## config.mk

```make
export PLATFORM = sky130hd
export DESIGN_NAME = parallel_slave_byte_port
export DESIGN_NICKNAME = d
export VERILOG_FILES = /design/src/core/psp_pkg.sv /design/src/core/parallel_slave_byte_port.sv
export VERILOG_INCLUDE_DIRS = /design/src /design/src/core
export SDC_FILE = /design/constraint.sdc
export NUM_CORES = 1
export LEC_CHECK = 0
export BUFFER_PORTS_ARGS = -buffer_cell sky130_fd_sc_hd__buf_2
export CORE_ASPECT_RATIO = 0.7
export CORE_MARGIN = 2
export CORE_UTILIZATION = 53
export CTS_BUF_LIST = sky130_fd_sc_hd__clkbuf_2 sky130_fd_sc_hd__clkbuf_4 sky130_fd_sc_hd__clkbuf_8
export DETAILED_ROUTE_END_ITERATION = 8
export MAX_ROUTING_LAYER = met4
export PLACE_DENSITY = 0.78
export SLEW_MARGIN = 20
export SYNTH_ARGS = -nofsm -noshare
export SYNTH_HDL_FRONTEND = slang
export SYNTH_SLANG_ARGS = --single-unit
```

## constraint.sdc

```tcl
create_clock -name clk -period 4.2 [get_ports clk]
set_clock_uncertainty 0.1 [all_clocks]
set_input_delay 0.63 -clock clk [delete_from_list [all_inputs] [get_ports clk]]
set_output_delay 0.63 -clock clk [all_outputs]
set_load 0.1 [all_outputs]
```

## src/core/psp_defines.svh

```systemverilog
// Purpose: offsets, field positions, reset values and phase codes of the parallel slave byte port
// Assumes: 8-bit register port, one byte per offset
// Notes: definitions only
`ifndef PSP_DEFINES_SVH
`define PSP_DEFINES_SVH

// register offsets
`define OFS_PARALLEL_PORT_DATA 8'h08
`define OFS_STROBE_PORT_PINS 8'h09
`define OFS_PERIPH_IRQ_FLAGS_ONE 8'h0C
`define OFS_DATA_PIN_DIRECTION 8'h88
`define OFS_SLAVE_PORT_CTRL_STAT 8'h89
`define OFS_PERIPH_IRQ_ENABLES_ONE 8'h8C

// slave_port_control_status fields
`define BIT_INPUT_FULL 7
`define BIT_OUTPUT_FULL 6
`define BIT_INPUT_OVERFLOW 5
`define BIT_SLAVE_PORT_ENABLE 4
`define STROBE_DIR_MSB 2

// irq flag / enable field
`define BIT_SLAVE_PORT_IRQ 7

// reset values
`define RST_STROBE_DIR 3'h7
`define RST_DATA_DIR 8'hFF
`define RST_BYTE 8'h00

// four-phase instruction clock codes
`define PHASE_TWO 2'h1
`define PHASE_FOUR 2'h3

`endif

```

## src/core/psp_pkg.sv

```systemverilog
// Purpose: types shared by the parallel slave byte port
// Assumes: nothing
// Notes: transfer states step one bit at a time from idle to each end state
package psp_pkg;

    typedef enum logic [2:0] {
        ST_IDLE = 3'h0,
        ST_WRITE = 3'h1,
        ST_WR_END = 3'h3,
        ST_READ = 3'h4,
        ST_RD_END = 3'h6
    } xfer_state_t;

    typedef logic [7:0] byte_t;

endpackage

```

## src/core/parallel_slave_byte_port.sv

```systemverilog
// Purpose: 8-bit parallel slave port giving an external processor a byte mailbox
// Assumes: clk 100 MHz, rst_n synchronous active low, pins asynchronous to clk
// Notes: a free-running 2-bit counter stands in for the four-phase instruction clock
// clocking and phases
// - one clock domain; every flop updates on each rising edge
// - a 2-bit counter stands in for the four-phase instruction clock
// - phase code 1 plays phase two, phase code 3 plays phase four
// - the counter free-runs from reset, so phase alignment is fixed at release
// - completion timing is quoted against this counter, not against pin edges
//
// pin sampling
// - strobe, select and data pins are asynchronous to clk
// - each passes two flops; only the second stage feeds any logic
// - the first stage is read by nothing else, to keep metastability contained
// - strobes reset to idle high so no false start follows reset
// - data and strobes share the same latency, so a byte and its strobe line up
// - cost: every pin event is seen two cycles late
//
// slave mode gating
// - slave functions need the enable bit and all three strobe directions as input
// - with the enable set but a strobe pin left as output, nothing starts
// - leaving slave mode drops the sequencer back to idle at once
// - a transfer cut by mode off raises no full flag; an end state firing the cycle after mode off still sets slave_port_irq_flag
//
// write path
// - select and write strobe both low start a write from idle
// - write wins when read and write strobes are both low at the start
// - the input latch follows the synced pins for as long as the strobe holds
// - last byte before the release is what firmware later reads
// - a start with input_full_flag still set raises input_overflow_flag
// - the new byte still overwrites the latch; the old one is lost
//
// read path
// - select and read strobe both low start a read from idle
// - output_full_flag drops on the start edge, not on completion
// - data pins are driven one edge after the synced request is seen
// - drive stops one edge after the synced release
// - an external master must not sample before its own sync delay has passed
//
// completion wait
// - a synced release moves the sequencer to its end state
// - the end state waits for a phase two, then fires on the next phase four
// - worst case wait is about seven cycles after the synced release
// - no new transfer starts during the wait; strobes then are missed
// - masters should keep strobes and gaps at least four cycles wide
//
// flags
// - input_full_flag: set by a completed write, cleared by a firmware data read
// - on a tie the hardware set wins, so a byte never looks consumed too early
// - output_full_flag: set by a firmware data write, cleared by a read start
// - on a tie the firmware write wins, so fresh data is always announced
// - input_overflow_flag: set by hardware, cleared by writing zero to its bit
// - writing one to the overflow bit has no effect
// - overflow survives leaving slave mode; full flags are held clear there
// - slave_port_irq_flag: set by any completion, cleared by writing one
// - a completion in the same cycle as the clear keeps the flag set
//
// interrupt output
// - irq is the flag gated by slave_port_irq_enable, registered
// - it follows flag or enable changes one cycle later
// - the flag stays set while masked, so unmasking replays a pending event
//
// register port
// - writes take effect on the edge that samples the strobe
// - read data stand for exactly the one cycle after the strobe
// - read data are zero in every other cycle
// - unmapped offsets accept writes silently and read as zero
// - the shared data offset splits by direction of the access
// - outside slave mode a data read returns the synced pins
//
// general purpose pins
// - data pins follow the data direction register only while the enable bit is clear
// - strobe pins not set as input are driven from the strobe pin latch
// - a one in a direction bit means input, so the pin is not driven
// - output enables are active low and registered with the values
//
// limitations
// - no clock enable; the phase counter runs even when idle
// - a strobe shorter than the sync window may be missed entirely
// - no glitch filter on the strobes beyond the two sync flops
//
// Implementation choice: the plain strobed port.
`timescale 1ns/1ps
`include "psp_defines.svh"

module parallel_slave_byte_port (
    input wire logic clk,
    input wire logic rst_n,
    input wire logic [7:0] addr,
    input wire psp_pkg::byte_t wdata,
    input wire logic wr,
    input wire logic rd,
    output psp_pkg::byte_t rdata,
    output logic irq,
    input wire logic [7:0] data_pin_in,
    output logic [7:0] data_pin_out,
    output logic [7:0] data_pin_oe_n,
    input wire logic [2:0] strobe_pin_in,
    output logic [2:0] strobe_pin_out,
    output logic [2:0] strobe_pin_oe_n
);
    import psp_pkg::*;

    function automatic logic hit(input logic [7:0] a, input logic [7:0] ofs);
        hit = (a == ofs);
    endfunction

    // pin synchronisers: first stage read only by the second
    byte_t data_s1_q, data_s2_q;
    logic [2:0] strobe_s1_q, strobe_s2_q;
    always_ff @(posedge clk) begin
        if (!rst_n) begin
            data_s1_q <= `RST_BYTE;
            data_s2_q <= `RST_BYTE;
            strobe_s1_q <= 3'h7;
            strobe_s2_q <= 3'h7;
        end else begin
            data_s1_q <= data_pin_in;
            data_s2_q <= data_s1_q;
            strobe_s1_q <= strobe_pin_in;
            strobe_s2_q <= strobe_s1_q;
        end
    end

    // four-phase instruction clock
    logic [1:0] phase_q;
    always_ff @(posedge clk) begin
        if (!rst_n) begin
            phase_q <= 2'h0;
        end else begin
            phase_q <= phase_q + 2'h1;
        end
    end

    logic q2, q4;
    assign q2 = (phase_q == `PHASE_TWO);
    assign q4 = (phase_q == `PHASE_FOUR);

    // registers
    byte_t out_latch_q, in_latch_q, data_dir_q, strobe_latch_q;
    logic [2:0] strobe_dir_q;
    logic mode_q, ibf_q, obf_q, input_overflow_flag_q, slave_port_irq_flag_q, slave_port_irq_enable_q;

    logic fw_wr_data, fw_rd_data, fw_wr_ctrl, fw_wr_flags;
    assign fw_wr_data = wr && hit(addr, `OFS_PARALLEL_PORT_DATA);
    assign fw_rd_data = rd && hit(addr, `OFS_PARALLEL_PORT_DATA);
    assign fw_wr_ctrl = wr && hit(addr, `OFS_SLAVE_PORT_CTRL_STAT);
    assign fw_wr_flags = wr && hit(addr, `OFS_PERIPH_IRQ_FLAGS_ONE);

    // slave functions live only with mode set and strobe pins as inputs
    logic slave_on;
    assign slave_on = mode_q && (strobe_dir_q == 3'h7);

    // active-low pins, synchronised
    logic sel, wr_req, rd_req;
    assign sel = !strobe_s2_q[2];
    assign wr_req = sel && !strobe_s2_q[1];
    assign rd_req = sel && !strobe_s2_q[0];

    // transfer sequencer
    xfer_state_t state_q;
    logic seen_q2_q;
    logic wr_start, rd_start, end_fire;
    assign wr_start = slave_on && (state_q == ST_IDLE) && wr_req;
    assign rd_start = slave_on && (state_q == ST_IDLE) && !wr_req && rd_req;
    // completion waits for a phase two then fires on the following phase four
    assign end_fire = ((state_q == ST_WR_END) || (state_q == ST_RD_END)) && seen_q2_q && q4;

    always_ff @(posedge clk) begin
        if (!rst_n || !slave_on) begin
            state_q <= ST_IDLE;
        end else begin
            unique case (state_q)
                ST_IDLE: begin
                    if (wr_start) begin
                        state_q <= ST_WRITE;
                    end else if (rd_start) begin
                        state_q <= ST_READ;
                    end
                end
                ST_WRITE: begin
                    if (!wr_req) begin
                        state_q <= ST_WR_END;
                    end
                end
                ST_READ: begin
                    if (!rd_req) begin
                        state_q <= ST_RD_END;
                    end
                end
                ST_WR_END, ST_RD_END: begin
                    if (end_fire) begin
                        state_q <= ST_IDLE;
                    end
                end
                default: state_q <= ST_IDLE;
            endcase
        end
    end

    // phase-two marker for the completion wait
    always_ff @(posedge clk) begin
        if (!rst_n || (state_q != ST_WR_END && state_q != ST_RD_END)) begin
            seen_q2_q <= 1'b0;
        end else if (q2) begin
            seen_q2_q <= 1'b1;
        end
    end

    // input latch follows the pins while the write strobe is held
    always_ff @(posedge clk) begin
        if (!rst_n) begin
            in_latch_q <= `RST_BYTE;
        end else if (wr_start || (state_q == ST_WRITE && wr_req)) begin
            in_latch_q <= data_s2_q;
        end
    end

    // output latch: firmware write side of the shared offset
    always_ff @(posedge clk) begin
        if (!rst_n) begin
            out_latch_q <= `RST_BYTE;
        end else if (fw_wr_data) begin
            out_latch_q <= wdata;
        end
    end

    // input full: hardware set beats a firmware read in the same cycle
    always_ff @(posedge clk) begin
        if (!rst_n || !slave_on) begin
            ibf_q <= 1'b0;
        end else if (end_fire && state_q == ST_WR_END) begin
            ibf_q <= 1'b1;
        end else if (fw_rd_data) begin
            ibf_q <= 1'b0;
        end
    end

    // output full: firmware write wins over a read starting alongside
    always_ff @(posedge clk) begin
        if (!rst_n || !slave_on) begin
            obf_q <= 1'b0;
        end else if (fw_wr_data) begin
            obf_q <= 1'b1;
        end else if (rd_start) begin
            obf_q <= 1'b0;
        end
    end

    // overflow survives mode off; firmware clears by writing zero
    always_ff @(posedge clk) begin
        if (!rst_n) begin
            input_overflow_flag_q <= 1'b0;
        end else if (wr_start && ibf_q) begin
            input_overflow_flag_q <= 1'b1;
        end else if (fw_wr_ctrl && !wdata[`BIT_INPUT_OVERFLOW]) begin
            input_overflow_flag_q <= 1'b0;
        end
    end

    // sticky irq flag, write one to clear, set wins
    always_ff @(posedge clk) begin
        if (!rst_n) begin
            slave_port_irq_flag_q <= 1'b0;
        end else if (end_fire) begin
            slave_port_irq_flag_q <= 1'b1;
        end else if (fw_wr_flags && wdata[`BIT_SLAVE_PORT_IRQ]) begin
            slave_port_irq_flag_q <= 1'b0;
        end
    end

    // plain control registers
    always_ff @(posedge clk) begin
        if (!rst_n) begin
            mode_q <= 1'b0;
            strobe_dir_q <= `RST_STROBE_DIR;
            slave_port_irq_enable_q <= 1'b0;
            data_dir_q <= `RST_DATA_DIR;
            strobe_latch_q <= `RST_BYTE;
        end else begin
            if (fw_wr_ctrl) begin
                mode_q <= wdata[`BIT_SLAVE_PORT_ENABLE];
                strobe_dir_q <= wdata[`STROBE_DIR_MSB:0];
            end
            if (wr && hit(addr, `OFS_PERIPH_IRQ_ENABLES_ONE)) begin
                slave_port_irq_enable_q <= wdata[`BIT_SLAVE_PORT_IRQ];
            end
            if (wr && hit(addr, `OFS_DATA_PIN_DIRECTION)) begin
                data_dir_q <= wdata;
            end
            if (wr && hit(addr, `OFS_STROBE_PORT_PINS)) begin
                strobe_latch_q <= wdata;
            end
        end
    end

    // read mux, answered one cycle after the strobe
    byte_t rd_mux;
    always_comb begin
        rd_mux = `RST_BYTE;
        unique case (addr)
            `OFS_PARALLEL_PORT_DATA: rd_mux = slave_on ? in_latch_q : data_s2_q;
            `OFS_STROBE_PORT_PINS: rd_mux = {5'h00, strobe_s2_q};
            `OFS_PERIPH_IRQ_FLAGS_ONE: rd_mux = {slave_port_irq_flag_q, 7'h00};
            `OFS_DATA_PIN_DIRECTION: rd_mux = data_dir_q;
            `OFS_SLAVE_PORT_CTRL_STAT: rd_mux = {ibf_q, obf_q, input_overflow_flag_q, mode_q, 1'b0, strobe_dir_q};
            `OFS_PERIPH_IRQ_ENABLES_ONE: rd_mux = {slave_port_irq_enable_q, 7'h00};
            default: rd_mux = `RST_BYTE;
        endcase
    end

    always_ff @(posedge clk) begin
        if (!rst_n) begin
            rdata <= `RST_BYTE;
        end else if (rd) begin
            rdata <= rd_mux;
        end else begin
            rdata <= `RST_BYTE;
        end
    end

    // interrupt request, masked by the enable
    always_ff @(posedge clk) begin
        if (!rst_n) begin
            irq <= 1'b0;
        end else begin
            irq <= slave_port_irq_flag_q && slave_port_irq_enable_q;
        end
    end

    // pin drivers; in slave mode direction comes from the strobes, costing sync latency
    always_ff @(posedge clk) begin
        if (!rst_n) begin
            data_pin_out <= `RST_BYTE;
            data_pin_oe_n <= 8'hFF;
            strobe_pin_out <= 3'h0;
            strobe_pin_oe_n <= 3'h7;
        end else begin
            data_pin_out <= out_latch_q;
            if (mode_q) begin
                data_pin_oe_n <= (slave_on && rd_req && !wr_req) ? 8'h00 : 8'hFF;
            end else begin
                data_pin_oe_n <= data_dir_q;
            end
            strobe_pin_out <= strobe_latch_q[2:0];
            strobe_pin_oe_n <= strobe_dir_q;
        end
    end

endmodule

```

After elaboration in Yosys (flattened, before gate mapping)
Cells that the tools add are included.
Word-level totals
  flip-flop bits (word level): 95
  input port bits: 31
Operators by class
  add/subtract/negate cells: 1
  equality and inequality tests: 19
  muxes and demuxes: 18
  reductions and logical operators: 44
Operators with widths (count)
  $pmux 8 s6: 1
  $logic_and 1x1->1: 25
  $eq 8x4->1 const B: 3
  $eq 8x8->1 const B: 3
  $mux 8: 3
  $mux 3: 5
  $pmux 3 s4: 1
  $eq 3x3->1 const B: 3
  $mux 1: 8
  $reduce_bool 2->1: 4
  $logic_not 1->1: 7
  $ne 2x2->1 const B: 3
  $ne 3x3->1 const B: 2
  $logic_or 1x1->1: 4
  $reduce_and 4->1: 1
  $eq 3x1->1 const B: 1
  $eq 3x2->1 const B: 1
  $logic_not 3->1: 1
  $ne 3x2->1 const B: 1
  $add 2x1->2 const B: 1
  $eq 2x1->1 const B: 1
  $eq 2x2->1 const B: 1
  $reduce_and 2->1: 1
  $reduce_or 2->1: 1

Longest topological paths before layout
Gate-level depths: netlist of run 1.
  depth after elaboration: 8
  mapped depth: 6
  mapped depth without buffers: 5

Worst setup path after synthesis of run 1
OpenSTA, ideal clock, no wires.
  path kind: input -> register
  start: input port addr[2]
  end: register rdata[7]
  library setup time: 0.120 ns
  arrival time: 1.578 ns
  required time: 3.980 ns
  path slack: 2.402 ns
  cell stages on the path: 6
  buffers on the path: 2
  cell sequence: buf_4 -> and4bb_2 -> buf_6 -> nand3_1 -> o21ai_0 -> a211o_1
On the way
  word-level cells in the longest chain between the ends: 2
  elaborated cells on any way between the ends: 7
  classes of those cells: eq/ne: 6; mux: 1
Ends and longest elaborated chain
  start: declaration: RTL line parallel_slave_byte_port.sv:89  | input wire logic [7:0] addr,
  $eq 8x8->1 or $eq 8x4->1 (tied branches): RTL line parallel_slave_byte_port.sv:301  | unique case (addr)
  $pmux 8 s6 (*): RTL line parallel_slave_byte_port.sv:301
  end signal: assignment: RTL line parallel_slave_byte_port.sv:314  | rdata <= `RST_BYTE;
  end signal: assignment: RTL line parallel_slave_byte_port.sv:316  | rdata <= rd_mux;
  end signal: assignment: RTL line parallel_slave_byte_port.sv:318  | rdata <= `RST_BYTE;
  end: declaration: RTL line parallel_slave_byte_port.sv:93  | output psp_pkg::byte_t rdata,
Mark *: on every way between the ends. The rest lies on a longest branch, timed or not.
A chain may end at the register's enable or synchronous reset.

Worst setup path in the final report of run 1
  start: input port addr[0]
  end: register out_latch_q[6]
On the way
  word-level cells in the longest chain between the ends: 2
Ends and longest elaborated chain
  $eq 8x4->1: RTL line parallel_slave_byte_port.sv:105  | hit = (a == ofs);
  $logic_and 1x1->1: RTL line parallel_slave_byte_port.sv:145  | assign fw_wr_data = wr && hit(addr, `OFS_PARALLEL_PORT_DATA);
  end signal: assignment: RTL line parallel_slave_byte_port.sv:222  | out_latch_q <= `RST_BYTE;
  end signal: assignment: RTL line parallel_slave_byte_port.sv:224  | out_latch_q <= wdata;
  end: declaration: RTL line parallel_slave_byte_port.sv:140  | byte_t out_latch_q, in_latch_q, data_dir_q, strobe_latch_q;
Every way passes these cells.

==> results of run 1 <==
cell type report:
class	instances	area, um^2
inverter	9	33.8
sequential	95	1900
clock inverter	7	46.3
timing repair buffer	62	313
clock buffer	9	124
fill	572	2560
multi-input combinational	211	1570
tap	94	118
through the flow:
| step | hold slack (ns) | power, mW | instances |
|---|---|---|---|
| after floorplan | 0.286 | 0.979 | 335 |
| after global placement | 0.293 | 1.01 | 471 |
| after global routing | 0.345 | 1.57 | 487 |
| after detailed placement | 0.302 | 1.01 | 471 |
| after CTS | 0.327 | 1.53 | 487 |
| final | 0.324 | 1.52 | 487 |
cells in the mapped netlist (3+ instances only):
library cell | number | share of area, %
mux2i_1 | 38 | 11
nor2_1 | 7 | 0.73
buf_6 | 3 | 0.94
nand3_1 | 10 | 1.4
nand2_1 | 22 | 2.3
and3_1 | 5 | 0.87
o21ai_0 | 12 | 1.7
and2_1 | 28 | 4.9
nand2b_1 | 9 | 1.6
dfxtp_1 | 95 | 53
clkbuf_1 | 11 | 1.1
a22oi_1 | 5 | 1.0
buf_2 | 5 | 0.69
inv_1 | 9 | 0.94
o22a_1 | 3 | 0.73
nor2b_1 | 23 | 4.0
registers in the layout (all words and copies together) (netlist names), 8 cells and up:
signal / flops
data_dir_q: 8
rdata: 8
out_latch_q: 8
data_pin_out: 8
data_pin_oe_n: 8
data_s1_q: 8
data_s2_q: 8
in_latch_q: 8
power groups by stage:
stage               sequential [mW]  combinational, mW  clock, mW
finish                        0.917             0.0708      0.528
global route                  0.919             0.0777      0.571
CTS                           0.918             0.0706      0.538
detailed placement            0.939             0.0703          0
global placement              0.938             0.0685          0
floorplan                     0.939             0.0398          0
critical path, delay by kind of cell:
kind,cells,cell delay (ns)
muxes,1,0.34
buffers and inverters,1,0.13
and+or+nand+nor,3,1.39
cell families after synthesis:
logic type,after synthesis,synth area share [%]
multiplexers,40,11.2
adder cells (fa/ha/maj),2,0.693
buffers and inverters,29,3.92
AND/OR/NAND/NOR,127,23.1
AO/OA/AOI/OAI,41,8.18
flip-flops,95,52.7
XOR/XNOR,1,0.243
path summary, 6_finish.rpt:
path | slack, ns | endpoint
max | 1.85 | out_latch_q[6]$_SDFFE_PN0P_
min reg2reg | 0.32 | strobe_s2_q[1]$_SDFF_PN1_
max reg2reg | 2.21 | in_latch_q[2]$_SDFFE_PN0P_
min | 0.32 | strobe_s2_q[1]$_SDFF_PN1_
layout by cell type, fill, tap and decap left out, types with 5 or more instances in the layout:
master | netlist | routed
inv_1 | 9 | 9
and3_1 | 5 | 5
and2_1 | 28 | 28
buf_2 | 5 | 61
nor2b_1 | 23 | 23
nor2_1 | 7 | 7
o21ai_0 | 12 | 12
nand3_1 | 10 | 10
nand2_1 | 22 | 22
dfxtp_1 | 95 | 95
clkbuf_8 | 0 | 9
a22oi_1 | 5 | 5
mux2i_1 | 38 | 38
nand2b_1 | 9 | 9
metal layers:
metal / vias up / GRT usage, %
met5: - / -
li1: 1256 / -
met2: 92 / 26.2
met3: 6 / 5.36
met1: 1176 / 27.9
met4: 0 / 5.04
==> results.cfg, run 1 <==
[global_routing]
overflow = 0
grt.total_usage_pct = 19.2
grt_first_pass_wirelength_mm = 10.8
grt_pass1_vias = 2220
antenna_found_initial = 0
grt_max_degree = 48

[logic_synthesis]
synth_edf_count = 0
ys_seq_area_share_pct = 52.7
ys_seq_elements = 95
yosysWarnings = 0
synth-main-ff-cell = dfxtp_1
synth-async-reset-ratio_pct = 0
synth_fp_nets = 368
netlist_instances = 335
syn_area_per_cell_um2 = 10.8
synth_cell_types = 54
syn_area_mm2 = 0.00361

[pwr]
power_frac_comb_pct = 4.7
p_clk_share_pct = 34.8
seqPwrFrac_pct = 60.5
switching_share_pct = 23.6
p_int_mw = 1.16
p_switching_uw = 358
power.density_mw_per_mm2 = 370
power_leakage_nw = 1.86
max-vdd-ir-drop_mv = 0.186

[setup_path]
slowest_stage = nor4b_4
cp-startpoint = addr[0]
path_max_fanout = 12
cp-end-kind = register
cp.arrival_ns = 2.49
cp-start-kind = primary input
crit_required_ns = 4.34
criticalPathCategory = in -> reg
critPathMaxStageDelay_ns = 0.67
crit_chain = buf_2, nor4b_4, nand3_1, mux2i_1, nor2b_1
reg2reg_depth = 4
rr_startpoint = mode_q$_SDFFE_PN0N_

[clock_tree]
cts_max_path_buffers = 2
cts_sinks = 95
path_clk_slew_ns = 0.09
post_cts_buffers = 0
h-tree-depth = 3
ctsResizeCount = 0
cts-root-buf = clkbuf_8
clock_latency_ns = 0.35
cts_made_buffers = 9
cts_tree = yes
cts_hold_buf = 0

[die]
die_w_um = 103
core_mm2 = 0.00666
initial_core_util_pct = 54.2
ioPinCount = 62
fp-row-count = 25
die_y_um = 73.0
die-area_mm2 = 0.00749

[drt]
drt-met1-wl_mm = 3.37
vias = 2530
wirelength_mm = 6.83
drc = 0
wl_met3_um = 486
dr.max_layer_used = met4
vias_per_cell = 5.20
ant_nets = 0
drtIter0Drc = 168
dr.pass1.iters = 4
wl_met2_mm = 2.91
wl_per_cell_um = 14.0

[cells_and_area]
final_util_pct = 61.6
syn_to_final_growth_pct = 13.7
layout-drive-gt1-share_pct = 23.4
diodes = 0
design_area_mm2 = 0.00410
nets = 421

[placement]
place_area_mm2 = 0.00393
io_buffers = 61
place_congestion = 0.895
hpwl_mm = 4.90
place_ws_ns = 1.49

[timing]
fin_ws_ns = 1.85
rsz0062_at_grt = false
fin_crit_sh_pct = 55.9
fmax_ghz = 0.426
report.final.slew_viol_count = 0
slew_headroom_pct = 52.9
tightest_slew_ns = 0.703
setup_viol = 0
final_hold_viol_count = 0
setup_tns_ns = 0
min_period_ns = 2.35

[worst_hold_path]
hold_class = reg -> reg
worstHoldPathCells = 1
worstHoldStart = strobe_s1_q[1]$_SDFF_PN1_

[status]
status = finished clean

[flow_run]
maxCapViolCount = 0
No activity file was read; power rests on OpenSTA's default activity.
==> run 2, diff against run 1 <==
- clock period: 4.2 -> 2.3 ns (I/O delays scaled with it)
==> run 2 against run 1 <==
Core utilization is 1.1 points higher. Routed wire length grew 3.7%. Non-clock buffer count increased by 5. Cell area up 1.8%. Combinational power up 89%. Critical path depth down 1. First-iteration DRC count grew 0.60%. Flip-flop and latch count stayed put. Hold slack got worse by 0.27 ns. Count of clock-buffer cells in the layout is the same. Critical path type is now reg -> reg. Largest cell class unchanged. Largest power group unchanged.
==> results.cfg, run 2 (same netlist as run 1, synthesis figures left out) <==
[clock_tree]
cts_made_buffers = 9
ctsResizeCount = 0
cts_hold_buf = 0
clock_latency_ns = 0.37
cts_sinks = 95
cts-root-buf = clkbuf_8
h-tree-depth = 3
cts_tree = yes
cts_max_path_buffers = 2
path_clk_slew_ns = 0.09
post_cts_buffers = 0

[die]
fp-row-count = 25
core_mm2 = 0.00666
initial_core_util_pct = 54.2
die-area_mm2 = 0.00749
die_w_um = 103
die_y_um = 73.0
ioPinCount = 62

[status]
status = finished clean

[timing]
setup_viol = 0
fin_crit_sh_pct = 78.5
setup_tns_ns = 0
slew_headroom_pct = 67.7
fmax_ghz = 0.554
final_hold_viol_count = 0
rsz0062_at_grt = false
fin_ws_ns = 0.493
report.final.slew_viol_count = 0
min_period_ns = 1.81
tightest_slew_ns = 0.488

[global_routing]
grt.total_usage_pct = 20.6
grt_max_degree = 31
overflow = 0
grt_pass1_vias = 2259
grt_first_pass_wirelength_mm = 11.2
antenna_found_initial = 0

[drt]
dr.max_layer_used = met4
vias = 2571
drtIter0Drc = 169
wirelength_mm = 7.09
vias_per_cell = 5.23
dr.pass1.iters = 4
wl_met3_um = 582
drt-met1-wl_mm = 3.32
wl_per_cell_um = 14.4
wl_met2_mm = 3.06
ant_nets = 0
drc = 0

[setup_path]
cp-end-kind = register
critical_path.top_delay_family = flip-flops
cp-start-kind = register
path_max_fanout = 8
cp.arrival_ns = 1.97
slowest_stage = dfxtp_1
path_buf_inv = 0
criticalPathCategory = reg -> reg
crit_chain = and4_1, o21a_1, mux2i_1, nor2b_1
crit_required_ns = 2.47
critPathMaxStageDelay_ns = 0.48

[cells_and_area]
fillers = 561
multi_input_area_mm2 = 0.00157
syn_to_final_growth_pct = 15.7
diodes = 0
final_common_cell = dfxtp_1
layout-drive-gt1-share_pct = 24.4
mostFrequentLayoutCells = 95 x dfxtp_1, 61 x buf_2, 38 x mux2i_1, 28 x and2_1, 23 x nor2b_1
instances_no_fill = 492
nets = 426
seqCellArea_mm2 = 0.00190

[pwr]
max-vdd-ir-drop_mv = 0.405
power_leakage_nw = 1.88
power.density_mw_per_mm2 = 699

[placement]
io_buffers = 61
placed_cells = 476
place_ws_ns = 0.499
place_congestion = 0.910
hpwl_mm = 5.07

[worst_hold_path]
hold_class = in -> reg

[flow_run]
maxCapViolCount = 0
[run 2: changes by cell type in the layout (fill, tap and decap cells not counted)]
cell	previous run	this run
clkinvlp_4	0	3
buf_4	1	6
inv_8	0	1
bufinv_16	0	1
inv_6	2	1
clkinv_2	4	0
[run 2: layout make-up]
class	count	area share, %
clock inverter	7	1.95
tap	94	2.82
inverter	9	0.809
sequential	95	45.6
timing repair buffer	67	8.39
clock buffer	9	2.97
multi-input combinational	211	37.5
[run 2: report_power, final]
group	switching (mW)	internal, mW
combinational	0.0768	0.0575
sequential	0.0103	1.67
clock	0.594	0.514
[run 2: through the flow]
stage	cell area, um^2	utilization [%]	total power [mW]	hold WS, ns
after detailed placement	3970	59.6	1.85	0.300
after floorplan	3610	-	1.79	0.286
final	4170	62.6	2.92	0.0504
after global placement	3970	59.6	1.84	0.297
after global routing	4170	62.6	3.03	0.0501
after CTS	4170	62.6	2.93	0.0447
[run 2: worst paths after layout]
check	start	endpoint	slack, ns	cells after the start
worst min-delay path	strobe_pin_in[0]	strobe_s1_q[0]$_SDFF_PN1_	0.05	2
worst max register to register	strobe_dir_q[1]$_SDFFE_PN1N_	in_latch_q[0]$_SDFFE_PN0P_	0.49	4
worst min register to register	strobe_s1_q[2]$_SDFF_PN1_	strobe_s2_q[2]$_SDFF_PN1_	0.32	1
worst max-delay path	strobe_dir_q[1]$_SDFFE_PN1N_	in_latch_q[0]$_SDFFE_PN0P_	0.49	4
[run 2: layer usage]
metal | up-vias | GRT usage [%]
li1 | 1271 | -
met1 | 1179 | 28.0
met2 | 108 | 28.8
met3 | 13 | 6.23
met4 | 0 | 8.00
met5 | - | -
==> run 3, diff against run 2 <==
- clock period: 2.3 -> 1.7 ns (I/O delays scaled with it)
==> run 3 against run 2 <==
Critical path type unchanged. Flip-flop and latch count is the same. Largest power group unchanged. Largest cell class unchanged. Sequential share of layout area decreased by 2.6 points. Sequential power is 35% higher. Critical endpoint is now rdata[1]$_SDFF_PN0_. Total power is 45% higher. Via count grew 2.3%. Maximum frequency rose by 12%. Final cell count grew 4.3%. Die area unchanged. Core utilization increased by 3.7 points. Highest routed layer unchanged.
==> results.cfg, run 3 (same netlist as run 1, synthesis figures left out) <==
[status]
status = finished clean

[clock_tree]
cts_tree = yes
post_cts_buffers = 0
clock_latency_ns = 0.36
cts-root-buf = clkbuf_8
path_clk_slew_ns = 0.10
cts_made_buffers = 9
cts_sinks = 95
cts_max_path_buffers = 2
h-tree-depth = 3

[setup_path]
cp-end-kind = register
reg2reg_depth = 4
rrSetupSlack_ns = 0.09
crit_chain = nand4_4, mux2i_1, a2111o_1, a41oi_1
critical_path.top_delay_family = compound AO/OA/AOI/OAI gates
critPathMaxStageDelay_ns = 0.45
criticalPathCategory = reg -> reg
slowest_stage = dfxtp_1
crit_required_ns = 1.87
path_buf_inv = 0
path_max_fanout = 6
rr_startpoint = strobe_dir_q[0]$_SDFFE_PN1N_
cp.depth = 4
cp.arrival_ns = 1.78
rr_endpoint = rdata[1]$_SDFF_PN0_
cp-start-kind = register

[timing]
fmax_ghz = 0.622
tightest_slew_ns = 0.496
fin_crit_sh_pct = 94.6
report.final.slew_viol_count = 0
slew_headroom_pct = 67.2
min_period_ns = 1.61
setup_tns_ns = 0
final_hold_viol_count = 0
rsz0062_at_grt = false
setup_viol = 0

[cells_and_area]
design_area_mm2 = 0.00442
diodes = 0
mostFrequentLayoutCells = 95 x dfxtp_1, 61 x buf_2, 38 x mux2i_1, 28 x and2_1, 23 x nor2b_1
syn_to_final_growth_pct = 22.6
final_util_pct = 66.4
layout-drive-gt1-share_pct = 25.8
nets = 447
multi_input_area_mm2 = 0.00158
fillers = 520
seqCellArea_mm2 = 0.00190
final_common_cell = dfxtp_1

[global_routing]
busiest_layer = met2
grt_max_degree = 41
grt_first_pass_wirelength_mm = 11.9
met1_usage_pct = 28.6
met2_usage_pct = 32.4
use_met3_pct = 7.95
grt_pass1_vias = 2429
overflow = 0
grt.total_usage_pct = 22.1
antenna_found_initial = 0

[drt]
vias = 2631
drtIter0Drc = 106
vias_per_cell = 5.13
wirelength_mm = 7.27
dr.pass1.iters = 4
wl_per_cell_um = 14.2
ant_nets = 0
drc = 0

[die]
die_w_um = 103
fp-row-count = 25
initial_core_util_pct = 54.2
die_y_um = 73.0
core_mm2 = 0.00666
die-area_mm2 = 0.00749
ioPinCount = 62

[worst_hold_path]
whs_endpoint = data_dir_q[3]$_SDFFE_PN1P_
hold_class = in -> reg
worstHoldStart = wdata[3]
worstHoldPathCells = 3

[placement]
io_buffers = 61
place_area_mm2 = 0.00406
hpwl_mm = 5.19
place_congestion = 0.912

[pwr]
power_leakage_nw = 2.01
power.density_mw_per_mm2 = 954
p_switching_uw = 891
seqPwrFrac_pct = 53.7
p_int_mw = 3.33
switching_share_pct = 21.1
power_frac_comb_pct = 4.9
p_total_mw = 4.22
p_clk_share_pct = 41.4
max-vdd-ir-drop_mv = 0.578

[flow_run]
maxCapViolCount = 0
-- run 3: changes by cell type in the layout (fill, tap and decap cells not counted), sizes merged --
cell         before  now
clkinvlp          3    2
bufinv            1    3
inv              11   10
dlygate4sd3       0   11
buf              67   77
-- run 3: per-stage QoR --
| stage | worst slack (ns) | instances | hold slack [ns] |
|---|---|---|---|
| after floorplan | 0.225 | 335 | 0.256 |
| after global placement | 0.104 | 486 | 0.293 |
| after detailed placement | 0.0684 | 486 | 0.302 |
| after CTS | 0.119 | 513 | 0.0191 |
| after global routing | 0.00374 | 513 | 0.0257 |
| final | 0.0921 | 513 | 0.0398 |
-- run 3: power groups by stage --
stage               Combinational, mW  Clock (mW)  Sequential [mW]
finish                          0.205        1.75             2.27
global route                    0.225        1.89             2.27
CTS                             0.203        1.79             2.27
detailed placement              0.182           0             2.32
global placement                0.180           0             2.32
floorplan                      0.0984           0             2.32
-- run 3: worst max-delay path by stage --
stage	start	end	slack (ns)
2_1_floorplan	state_q[2]$_SDFFE_PP0P_	in_latch_q[0]$_SDFFE_PN0P_	0.23
3_3_place_gp	addr[0]	rdata[4]$_SDFF_PN0_	0.10
3_5_place_dp	addr[1]	strobe_latch_q[2]$_SDFFE_PN0P_	0.07
4_1_cts	strobe_dir_q[0]$_SDFFE_PN1N_	state_q[2]$_SDFFE_PP0P_	0.12
5_1_grt	mode_q$_SDFFE_PN0N_	rdata[1]$_SDFF_PN0_	0.004
6_report	strobe_dir_q[0]$_SDFFE_PN1N_	rdata[1]$_SDFF_PN0_	0.09
-- run 3: area by class of cell --
class / instances / share of cell area, %
Sequential cell: 95 / 43.0
Multi-Input combinational cell: 211 / 35.7
Clock buffer: 9 / 2.80
Tap cell: 94 / 2.66
Inverter: 9 / 0.764
Clock inverter: 7 / 2.69
Timing Repair Buffer: 88 / 12.4
-- run 3: repair_timing --
item	4_1_cts	5_1_grt
hold buffers	11	0
gates resized for setup	0	2
hold endpoints to repair	11	0
endpoints found under the setup margin	0	3
-- run 3: per-layer routing --
| metal | wire length [um] | vias to the layer above |
|---|---|---|
| li1 | - | 1318 |
| met1 | 3430 | 1215 |
| met2 | 3230 | 89 |
| met3 | 536 | 9 |
| met4 | 79 | 0 |
| met5 | 0 | - |
-- run 3: worst min-delay path: cells and delay by family --
family / cells / cell delay [ns]
buffers and inverters: 1 / 0.10
multiplexers: 1 / 0.06
AND/OR/NAND/NOR: 1 / 0.06
